## src/phis_pkg.sv

```systemverilog
// Purpose : Shared constants, register map and carriers for the holdover
//           and input selection block of the second PLL channel.
// Assumes : 32-bit Avalon-MM slave, byte addressed, one register per word.
// Notes   : Register byte address is four times the register index.
package phis_pkg;

  // --------------------------------------------------------------------
  // Timing
  // --------------------------------------------------------------------
  localparam int unsigned CLK_PERIOD_PS = 5000;
  localparam int unsigned HIST_TICK_PS  = 268000;
  // History unit rounded down to whole cycles
  localparam int unsigned HIST_TICK_CYC = HIST_TICK_PS / CLK_PERIOD_PS;

  // --------------------------------------------------------------------
  // Bus geometry
  // --------------------------------------------------------------------
  localparam int unsigned ADDR_W = 16;
  localparam int unsigned IDX_W  = 11;
  localparam int unsigned NREG   = 26;

  // --------------------------------------------------------------------
  // Register indices
  // --------------------------------------------------------------------
  localparam logic [IDX_W-1:0] IDX_MANUAL_SEL  = 11'h52a;
  localparam logic [IDX_W-1:0] IDX_HOLD_CTRL   = 11'h52c;
  localparam logic [IDX_W-1:0] IDX_STATUS      = 11'h53f;

  // Slots of the register store that the logic reads
  localparam int unsigned SLOT_MANUAL = 0;
  localparam int unsigned SLOT_HOLD   = 1;
  localparam int unsigned SLOT_LEN    = 3;
  localparam int unsigned SLOT_DLY    = 4;
  localparam int unsigned SLOT_FORCE  = 9;
  localparam int unsigned SLOT_SWITCH = 10;
  localparam int unsigned SLOT_MASK   = 11;
  localparam int unsigned SLOT_RANK01 = 12;
  localparam int unsigned SLOT_RANK23 = 13;
  localparam int unsigned SLOT_THR_LO = 15;
  localparam int unsigned SLOT_THR_HI = 16;

  // Index, writable mask and reset value of each stored register
  localparam logic [IDX_W-1:0] REG_IDX [NREG] = '{
    IDX_MANUAL_SEL, IDX_HOLD_CTRL, 11'h52d, 11'h52e, 11'h52f, 11'h531,
    11'h532, 11'h533, 11'h534, 11'h535, 11'h536, 11'h537, 11'h538,
    11'h539, 11'h53a, 11'h53b, 11'h53c, 11'h53d, 11'h53e, 11'h542,
    11'h543, 11'h544, 11'h545, 11'h588, 11'h589, 11'h59b};
  localparam logic [15:0] REG_MASK [NREG] = '{
    16'h000e, 16'h0001, 16'h0002, 16'h001f, 16'h001f, 16'h001f,
    16'h00ff, 16'h00ff, 16'h00ff, 16'h0001, 16'h0007, 16'h00ff, 16'h0077,
    16'h0077, 16'h000f, 16'h00ff, 16'h0003, 16'h001f, 16'h001f, 16'h00ff,
    16'h00ff, 16'h0003, 16'h0002, 16'h000f, 16'h1fff, 16'h00f6};
  localparam logic [15:0] REG_RST [NREG] = '{
    16'h0000, 16'h0000, 16'h0000, 16'h0000, 16'h0000, 16'h0000,
    16'h0000, 16'h0000, 16'h0000, 16'h0000, 16'h0000, 16'h0000, 16'h0000,
    16'h0000, 16'h0002, 16'h0000, 16'h0000, 16'h0000, 16'h0000, 16'h0000,
    16'h0000, 16'h0000, 16'h0000, 16'h0000, 16'h0000, 16'h0000};

  // --------------------------------------------------------------------
  // Field positions and codes
  // --------------------------------------------------------------------
  localparam int unsigned HOLD_EN_BIT   = 0;
  localparam int unsigned MAN_SEL_LSB   = 1;
  localparam int unsigned FORCE_BIT     = 0;
  localparam int unsigned MODE_LSB      = 0;
  localparam int unsigned STYLE_BIT     = 2;
  localparam int unsigned LOS_MSK_LSB   = 0;
  localparam int unsigned OOF_MSK_LSB   = 4;
  localparam int unsigned RANK_LO_LSB   = 0;
  localparam int unsigned RANK_HI_LSB   = 4;
  localparam int unsigned HIST_VAL_BIT  = 1;
  localparam int unsigned FAST_BIT      = 2;
  localparam logic [2:0]  RANK_MAX      = 3'h4;
  localparam logic [1:0]  SEL_MANUAL    = 2'h0;
  localparam logic [1:0]  SEL_AUTO_NREV = 2'h1;
  localparam logic [1:0]  SEL_AUTO_REV  = 2'h2;

  typedef enum logic [1:0] {
    PHIS_NORMAL,
    PHIS_HOLDOVER,
    PHIS_FREERUN
  } phis_pll_state_e;

  typedef struct packed {
    logic              read;
    logic              write;
    logic [ADDR_W-1:0] address;
    logic [31:0]       writedata;
    logic [3:0]        byteenable;
  } phis_avs_req_s;

  typedef struct packed {
    logic [31:0] readdata;
    logic        waitrequest;
  } phis_avs_rsp_s;

endpackage

```

## src/phis_top.sv

```systemverilog
// Purpose : Holdover history averaging and input clock selection for the
//           second PLL channel, with its Avalon-MM register file.
// Assumes : Alarm and frequency inputs are synchronous to i_clk.
// Notes   : Every bus access answers in two cycles.
//
// The Avalon-MM slave port was decided locally.
`timescale 1ns/1ps

module phis_top #(
  parameter int unsigned FREQ_W   = 16,
  parameter int unsigned TICK_CYC = phis_pkg::HIST_TICK_CYC
) (
  input  wire logic                     i_clk,
  input  wire logic                     i_rst_n,
  input  wire phis_pkg::phis_avs_req_s  i_avs,
  output phis_pkg::phis_avs_rsp_s       o_avs,
  input  wire logic [3:0]               i_loss_of_signal_alarm,
  input  wire logic [3:0]               i_out_of_frequency_alarm,
  input  wire logic [FREQ_W-1:0]        i_freq_sample,
  input  wire logic                     i_fast_acquire,
  output logic [1:0]                    o_active_input,
  output phis_pkg::phis_pll_state_e     o_pll_state,
  output logic [FREQ_W-1:0]             o_holdover_freq,
  output logic                          o_history_valid,
  output logic                          o_phase_buildout,
  output logic [9:0]                    o_phase_threshold
);
  import phis_pkg::*;

  localparam int unsigned SUM_W = FREQ_W + 32;
  localparam int unsigned TCW   = $clog2(TICK_CYC);

  // --------------------------------------------------------------------
  // Elaboration checks
  // --------------------------------------------------------------------
  if (FREQ_W < 8 || FREQ_W > 32) begin : g_bad_freq_w
    $error("FREQ_W must be 8 to 32");
  end
  if (TICK_CYC < 2) begin : g_bad_tick
    $error("TICK_CYC must be at least 2");
  end

  // --------------------------------------------------------------------
  // Register file and bus slave
  // --------------------------------------------------------------------
  logic [15:0]     regs [NREG];
  logic [15:0]     next_regs [NREG];
  phis_avs_rsp_s   next_avs;
  logic [31:0]     rd_word;
  logic            fast_q;
  logic            bus_req;
  logic            bus_hit;
  logic            wr_take;
  logic [IDX_W-1:0] bus_idx;

  assign bus_req = i_avs.read | i_avs.write;
  assign bus_idx = i_avs.address[IDX_W+1:2];
  assign bus_hit = (i_avs.address[ADDR_W-1:IDX_W+2] == '0);
  // Write lands only at the edge where waitrequest is seen low
  assign wr_take = i_avs.write & ~o_avs.waitrequest;

  // Read mux; unmapped words and reserved bits read as zero
  always_comb begin
    rd_word = '0;
    for (int i = 0; i < NREG; i++) begin
      if (bus_hit && bus_idx == REG_IDX[i]) begin
        rd_word[15:0] = regs[i] & REG_MASK[i];
      end
    end
    if (bus_hit && bus_idx == IDX_STATUS) begin
      rd_word[HIST_VAL_BIT] = o_history_valid;
      rd_word[FAST_BIT]     = fast_q;
    end
  end

  // Byte lanes 0 and 1 write the masked bits of a register
  always_comb begin
    next_regs = regs;
    for (int i = 0; i < NREG; i++) begin
      if (wr_take && bus_hit && bus_idx == REG_IDX[i]) begin
        if (i_avs.byteenable[0]) begin
          next_regs[i][7:0] = i_avs.writedata[7:0] & REG_MASK[i][7:0];
        end
        if (i_avs.byteenable[1]) begin
          next_regs[i][15:8] = i_avs.writedata[15:8] & REG_MASK[i][15:8];
        end
      end
    end
  end

  // One wait cycle, then a single ready cycle per access
  always_comb begin
    next_avs             = o_avs;
    next_avs.waitrequest = ~(bus_req & o_avs.waitrequest);
    if (i_avs.read && o_avs.waitrequest) begin
      next_avs.readdata = rd_word;
    end
  end

  always_ff @(posedge i_clk or negedge i_rst_n) begin
    if (!i_rst_n) begin
      for (int i = 0; i < NREG; i++) begin
        regs[i] <= REG_RST[i];
      end
      o_avs  <= '{readdata: 32'h0000_0000, waitrequest: 1'b1};
      fast_q <= 1'b0;
    end else begin
      regs   <= next_regs;
      o_avs  <= next_avs;
      fast_q <= i_fast_acquire;
    end
  end

  // --------------------------------------------------------------------
  // Control fields
  // --------------------------------------------------------------------
  logic [2:0] man_choice;
  logic [1:0] sel_mode;
  logic [4:0] len_field;
  logic [4:0] dly_field;
  logic [3:0] los_msk;
  logic [3:0] oof_msk;
  logic       hold_en;
  logic       force_hold;

  assign man_choice = regs[SLOT_MANUAL][MAN_SEL_LSB +: 3];
  assign hold_en    = regs[SLOT_HOLD][HOLD_EN_BIT];
  assign len_field  = regs[SLOT_LEN][4:0];
  assign dly_field  = regs[SLOT_DLY][4:0];
  assign force_hold = regs[SLOT_FORCE][FORCE_BIT];
  assign sel_mode   = regs[SLOT_SWITCH][MODE_LSB +: 2];
  assign los_msk    = regs[SLOT_MASK][LOS_MSK_LSB +: 4];
  assign oof_msk    = regs[SLOT_MASK][OOF_MSK_LSB +: 4];
  // Style bit and threshold go straight out of their registers
  assign o_phase_buildout  = regs[SLOT_SWITCH][STYLE_BIT];
  assign o_phase_threshold = {regs[SLOT_THR_HI][1:0],
                              regs[SLOT_THR_LO][7:0]};

  // --------------------------------------------------------------------
  // Per-input qualification
  // --------------------------------------------------------------------
  logic [3:0] alarm;
  logic [3:0] qual;
  logic [2:0] rank [4];

  for (genvar n = 0; n < 4; n++) begin : g_input
    localparam int unsigned RLSB = (n % 2 == 0) ? RANK_LO_LSB : RANK_HI_LSB;
    assign rank[n]  = (n < 2) ? regs[SLOT_RANK01][RLSB +: 3]
                              : regs[SLOT_RANK23][RLSB +: 3];
    assign alarm[n] = (i_loss_of_signal_alarm[n] & ~los_msk[n])
                    | (i_out_of_frequency_alarm[n] & ~oof_msk[n]);
    // Reserved ranks 5..7 leave the input unusable
    assign qual[n]  = (rank[n] != 3'h0) && (rank[n] <= RANK_MAX) &&
                      !alarm[n];
  end

  // --------------------------------------------------------------------
  // Input choice and PLL state
  // --------------------------------------------------------------------
  phis_pll_state_e next_state;
  logic [1:0]      next_active;
  logic [1:0]      best;
  logic [1:0]      cand;
  logic [2:0]      best_rank;
  logic            best_found;
  logic            have_input;
  logic            restart;

  // Lowest rank value wins; ties go to the lower input number
  always_comb begin
    best       = 2'h0;
    best_rank  = 3'h7;
    best_found = 1'b0;
    for (int n = 0; n < 4; n++) begin
      if (qual[n] && (!best_found || rank[n] < best_rank)) begin
        best       = 2'(n);
        best_rank  = rank[n];
        best_found = 1'b1;
      end
    end
  end

  always_comb begin
    cand       = o_active_input;
    have_input = 1'b0;
    unique case (sel_mode)
      SEL_AUTO_NREV: begin
        // Stay on a still-clean input to avoid needless hits
        if (qual[o_active_input] && o_pll_state == PHIS_NORMAL) begin
          cand       = o_active_input;
          have_input = 1'b1;
        end else begin
          cand       = best;
          have_input = best_found;
        end
      end
      SEL_AUTO_REV: begin
        cand       = best;
        have_input = best_found;
      end
      default: begin
        // Manual, and reserved code 3 treated as manual
        cand       = man_choice[1:0];
        have_input = !man_choice[2] && !alarm[man_choice[1:0]];
      end
    endcase
  end

  always_comb begin
    next_active = have_input ? cand : o_active_input;
    if (!have_input || force_hold) begin
      // Holdover only with enable and usable history, else free-run
      next_state = (hold_en && o_history_valid) ? PHIS_HOLDOVER
                                                : PHIS_FREERUN;
    end else begin
      next_state = PHIS_NORMAL;
    end
    // A newly presented or newly chosen input starts history afresh
    restart = (next_state == PHIS_NORMAL) &&
              (o_pll_state != PHIS_NORMAL ||
               next_active != o_active_input);
  end

  always_ff @(posedge i_clk or negedge i_rst_n) begin
    if (!i_rst_n) begin
      o_pll_state    <= PHIS_FREERUN;
      o_active_input <= 2'h0;
    end else begin
      o_pll_state    <= next_state;
      o_active_input <= next_active;
    end
  end

  // --------------------------------------------------------------------
  // History unit tick
  // --------------------------------------------------------------------
  logic [TCW-1:0] tick_cnt;
  logic [TCW-1:0] next_tick_cnt;
  logic           tick;

  assign tick          = (tick_cnt == TCW'(TICK_CYC - 1));
  assign next_tick_cnt = tick ? '0 : tick_cnt + 1'b1;

  always_ff @(posedge i_clk or negedge i_rst_n) begin
    if (!i_rst_n) begin
      tick_cnt <= '0;
    end else begin
      tick_cnt <= next_tick_cnt;
    end
  end

  // --------------------------------------------------------------------
  // Frequency history
  // --------------------------------------------------------------------
  logic [SUM_W-1:0]  sum;
  logic [SUM_W-1:0]  next_sum;
  logic [SUM_W-1:0]  sum_total;
  logic [31:0]       blk_left;
  logic [31:0]       next_blk_left;
  logic [4:0]        blk_shift;
  logic [4:0]        next_blk_shift;
  logic [31:0]       dly_left;
  logic [31:0]       next_dly_left;
  logic [FREQ_W-1:0] pend_avg;
  logic [FREQ_W-1:0] next_pend_avg;
  logic [FREQ_W-1:0] next_hold_freq;
  logic              pend_busy;
  logic              next_pend_busy;
  logic              next_hist_valid;
  logic              acc_en;
  logic              blk_done;

  // Accumulate only while locked now and next cycle
  assign acc_en = (o_pll_state == PHIS_NORMAL) &&
                  (next_state == PHIS_NORMAL);

  // A window of 2^len samples spans 2^len units, so the mean is a
  // shift. A block that ends while an older one waits out its delay is
  // dropped: one delay stage instead of a deep history memory.
  always_comb begin
    next_sum        = sum;
    next_blk_left   = blk_left;
    next_blk_shift  = blk_shift;
    next_dly_left   = dly_left;
    next_pend_avg   = pend_avg;
    next_pend_busy  = pend_busy;
    next_hold_freq  = o_holdover_freq;
    next_hist_valid = o_history_valid;
    sum_total       = sum + SUM_W'(i_freq_sample);
    blk_done        = 1'b0;
    if (restart) begin
      next_sum        = '0;
      next_blk_left   = 32'h1 << len_field;
      next_blk_shift  = len_field;
      next_pend_busy  = 1'b0;
      next_hold_freq  = '0;
      next_hist_valid = 1'b0;
    end else if (acc_en && tick) begin
      if (blk_left == 32'h1) begin
        blk_done       = 1'b1;
        next_sum       = '0;
        next_blk_left  = 32'h1 << len_field;
        next_blk_shift = len_field;
      end else begin
        next_sum      = sum_total;
        next_blk_left = blk_left - 32'h1;
      end
      if (pend_busy) begin
        if (dly_left == 32'h1) begin
          next_hold_freq  = pend_avg;
          next_hist_valid = 1'b1;
          next_pend_busy  = 1'b0;
        end else begin
          next_dly_left = dly_left - 32'h1;
        end
      end else if (blk_done) begin
        next_pend_avg  = FREQ_W'(sum_total >> blk_shift);
        next_dly_left  = 32'h1 << dly_field;
        next_pend_busy = 1'b1;
      end
    end
  end

  always_ff @(posedge i_clk or negedge i_rst_n) begin
    if (!i_rst_n) begin
      sum             <= '0;
      blk_left        <= 32'h1;
      blk_shift       <= 5'h00;
      dly_left        <= 32'h1;
      pend_avg        <= '0;
      pend_busy       <= 1'b0;
      o_holdover_freq <= '0;
      o_history_valid <= 1'b0;
    end else begin
      sum             <= next_sum;
      blk_left        <= next_blk_left;
      blk_shift       <= next_blk_shift;
      dly_left        <= next_dly_left;
      pend_avg        <= next_pend_avg;
      pend_busy       <= next_pend_busy;
      o_holdover_freq <= next_hold_freq;
      o_history_valid <= next_hist_valid;
    end
  end
endmodule

```

## config.mk

```make
export PLATFORM = sky130hd
export DESIGN_NAME = phis_top
export DESIGN_NICKNAME = d
export VERILOG_FILES = /design/src/phis_pkg.sv /design/src/phis_top.sv
export SDC_FILE = /design/constraint.sdc
export NUM_CORES = 1
export LEC_CHECK = 0
export ABC_CLOCK_PERIOD_IN_PS = 8000
export BUFFER_PORTS_ARGS = -buffer_cell sky130_fd_sc_hd__buf_2
export CAP_MARGIN = 20
export CORE_UTILIZATION = 39
export DETAILED_ROUTE_END_ITERATION = 8
export RECOVER_POWER = 100
export SYNTH_ARGS = -nofsm -noshare
export SYNTH_HDL_FRONTEND = slang
export SYNTH_SLANG_ARGS = --single-unit
```

## constraint.sdc

```tcl
create_clock -name i_clk -period 8 [get_ports i_clk]
set_input_delay 0.8 -clock i_clk [delete_from_list [all_inputs] [get_ports i_clk]]
set_output_delay 0.8 -clock i_clk [all_outputs]
set_load 0.01 [all_outputs]
```

==> flow_summary.toml <==
[timing]
fin_crit_ps = 7230
grt_setup_unrepaired = "false"
finalMaxSlewViolations = 316
fin_worst_skew_ps = 26.4
slew_headroom_pct = -152
setup_viol = 0
hold_viol = 0
tightest_slew_ps = 3780
period_share_pct = 90.3
fin_ws_ps = 774
fmax_mhz = 138
finalSetupTns_ps = 0

[clocking]
clkSinkCount = 309
clock_latency_ps = 580
htree_levels = 2
ctsResizeCount = 0
clockRootBuffer = "clkbuf_16"
clock_path_buffers = 3
clk_pin_slew_ps = 60
holdBufCountCts = 0
post-cts-setup-buffers = 0
cts_tree = "done"
numCtsBuffers = 38

[min_path]
hp-class = "input pin to flop"

[grt]
gr-max-usage-layer = "met2"
antenna_found_initial = 2
grt_pass1_wl_um = 106000
grt_pass1_vias = 18487
overflow = 0
met1_usage_pct = 35.7
grtUsageMet3_pct = 4.78
grt_start_max_net_pins = 119
grt_usage_pct = 24.7
use_met2_pct = 37.5

[synthesis]
yosysMostFrequentCell = "dfrtp_1"
yosysWarnings = 0
synth_area_sq_um = 20700
yosysTopAreaCellShare_pct = 36.7
ys_types = 104
synth_area_per_cell_sq_um = 8.68
synth_flop_cell = "dfrtp_1"
ys_ff_latch = 309
synth_edf_count = 0
synth_top_area_cell = "dfrtp_1"
synthCells = 2391
ys_top_cells_by_area = "dfrtp_1 37%, mux2_2 7.5%, nand2_1 4.3%"
async_reset_ff_share_pct = 100
synth_top_cells_by_count = "304 x dfrtp_1, 240 x nand2_1, 188 x nor2_1"
seq_area_frac_synth_pct = 37.3

[critical_path]
cp_top_family = "compound AO/OA/AOI/OAI gates"
timing.critical_path.mode_cell = "nor2_1"
critPathRequiredTime_ps = 8420
cpPeakStageDelay_ps = 1130
critPathBufInv = 1
critPathCaptureType = "flop"
critPathMaxFanout = 34
crit_type = "flop to flop"
start_kind = "flop"
rrSetupSlack_ps = 770
slowest_stage = "or4b_1"
arrival_ps = 7650

[drt]
ant_nets = 0
vias = 19361
drtPass1Iterations = 6
drc_errors = 0
drtIter0Drc = 1964
wl_per_cell_um = 21.5
via_per_inst = 6.23
routed_wirelength_um = 66900

[final_layout]
post_layout_nonfiller_instances = 3109
fill_cells = 5240
postLayoutCellArea_sq_um = 22800
diodes = 0
area_growth_pct = 9.75
seqCellArea_sq_um = 7740
multiInputGateArea_sq_um = 11900
fin_nets = 2504
drive_gt1_share_pct = 14.0

[placed_design]
dp_cells = 3039
gp_congestion = 0.917
placed_area_sq_um = 21600
post-dp-hpwl_um = 46600
place_ws_ps = 1010
io_buffers = 103

[status]
violations = "capacitance limit, slew limit"
outcome = "finished with violations"

[die]
start_util_pct = 39.5
die_area_sq_um = 54100
ios = 146
die_x_um = 233
die_h_um = 233
row_count = 84
core_sq_um = 52600

[pwr]
p_per_area_nw_per_um2 = 163
peakVddDrop_mv = 0.180
p_leak_nw = 9.56
combPwrFrac_pct = 7.3
clkPwrFrac_pct = 48.6
seqPwrFrac_pct = 44.1
switchingPower_uw = 959
swShare_pct = 25.9
cell_internal_pwr_mw = 2.74

[flow_run]
max_cap_violations = 4
[metal layers]
layer  vias to the layer above  wire (um)
met5                         -         21
li1                       8910          -
met1                      9544      30900
met2                       787      29300
met4                         4       1450
met3                       116       5220
[cell families after synthesis]
logic type,count (synthesis),synth area share [%]
flip-flops,309,37.3
AO/OA/AOI/OAI,733,24.1
other,1,0.0181
adder cells (fa/ha/maj),30,1.85
XOR/XNOR,40,1.69
AND/OR/NAND/NOR,839,19.6
buffers and inverters,264,5.53
multiplexers,175,9.88
[layout by cell type (no fill, tap or decap), types with 31 or more instances in the layout]
master / synthesis / final
dfrtp_1: 304 / 303
mux2_2: 139 / 139
nor3_1: 94 / 94
and3_1: 35 / 35
inv_1: 70 / 70
o21ai_0: 124 / 178
a21oi_1: 124 / 124
clkbuf_16: 0 / 38
nor2_1: 188 / 189
clkbuf_1: 121 / 57
a31oi_1: 31 / 31
a211oi_1: 31 / 31
nand2b_1: 32 / 32
nand2_1: 240 / 240
nand3_1: 76 / 76
buf_2: 23 / 56
[worst reg2reg max path, delay by kind of cell, from the launching register on]
family	cells	cell delay, ps
flops	1	560
compound gates	18	3380
buf+inv	1	390
simple gates	8	1880
fa+ha+maj	3	860
[power groups by stage]
stage                     Sequential [mW]  Combinational [mW]  Clock (mW)
final                                1.63               0.269        1.80
after global routing                 1.64               0.298        1.90
after CTS                            1.63               0.271        1.83
after detailed placement             1.66               0.270           0
after global placement               1.66               0.265           0
after floorplan                      1.65               0.164           0
[per-stage QoR]
step | hold WS [ps] | total power [mW] | utilization, %
2_1_floorplan | 424 | 1.82 | -
3_3_place_gp | 455 | 1.92 | 41.1
3_5_place_dp | 460 | 1.93 | 41.1
4_1_cts | 179 | 3.74 | 43.5
5_1_grt | 304 | 3.84 | 43.3
6_report | 330 | 3.70 | 43.3
[registers in the layout (all words and copies together), names as in the netlist, 12 cells and up]
signal,cells
blk_left,32
o_avs,14
o_holdover_freq,16
rank,12
sum,47
regs,88
dly_left,32
pend_avg,16
[cell type report]
type | count | area share [%]
Multi-Input combinational cell | 1836 | 52.3
Sequential cell | 309 | 34.0
Clock buffer | 49 | 4.58
Tap cell | 688 | 3.78
Timing Repair Buffer | 138 | 3.12
Inverter | 70 | 1.15
Clock inverter | 19 | 1.05
[final timing paths]
check,start,endpoint,depth (start not counted)
setup / recovery,rank[11],sum[17],30
setup reg to reg,rank[11],sum[17],30
hold reg to reg,o_avs[4],o_avs[4],1
min in group asynchronous,i_rst_n,dly_left[19],1
max in group asynchronous,i_rst_n,blk_shift[1],2
hold / removal,i_fast_acquire,fast_q,1
(Power assumes the default switching activity.)
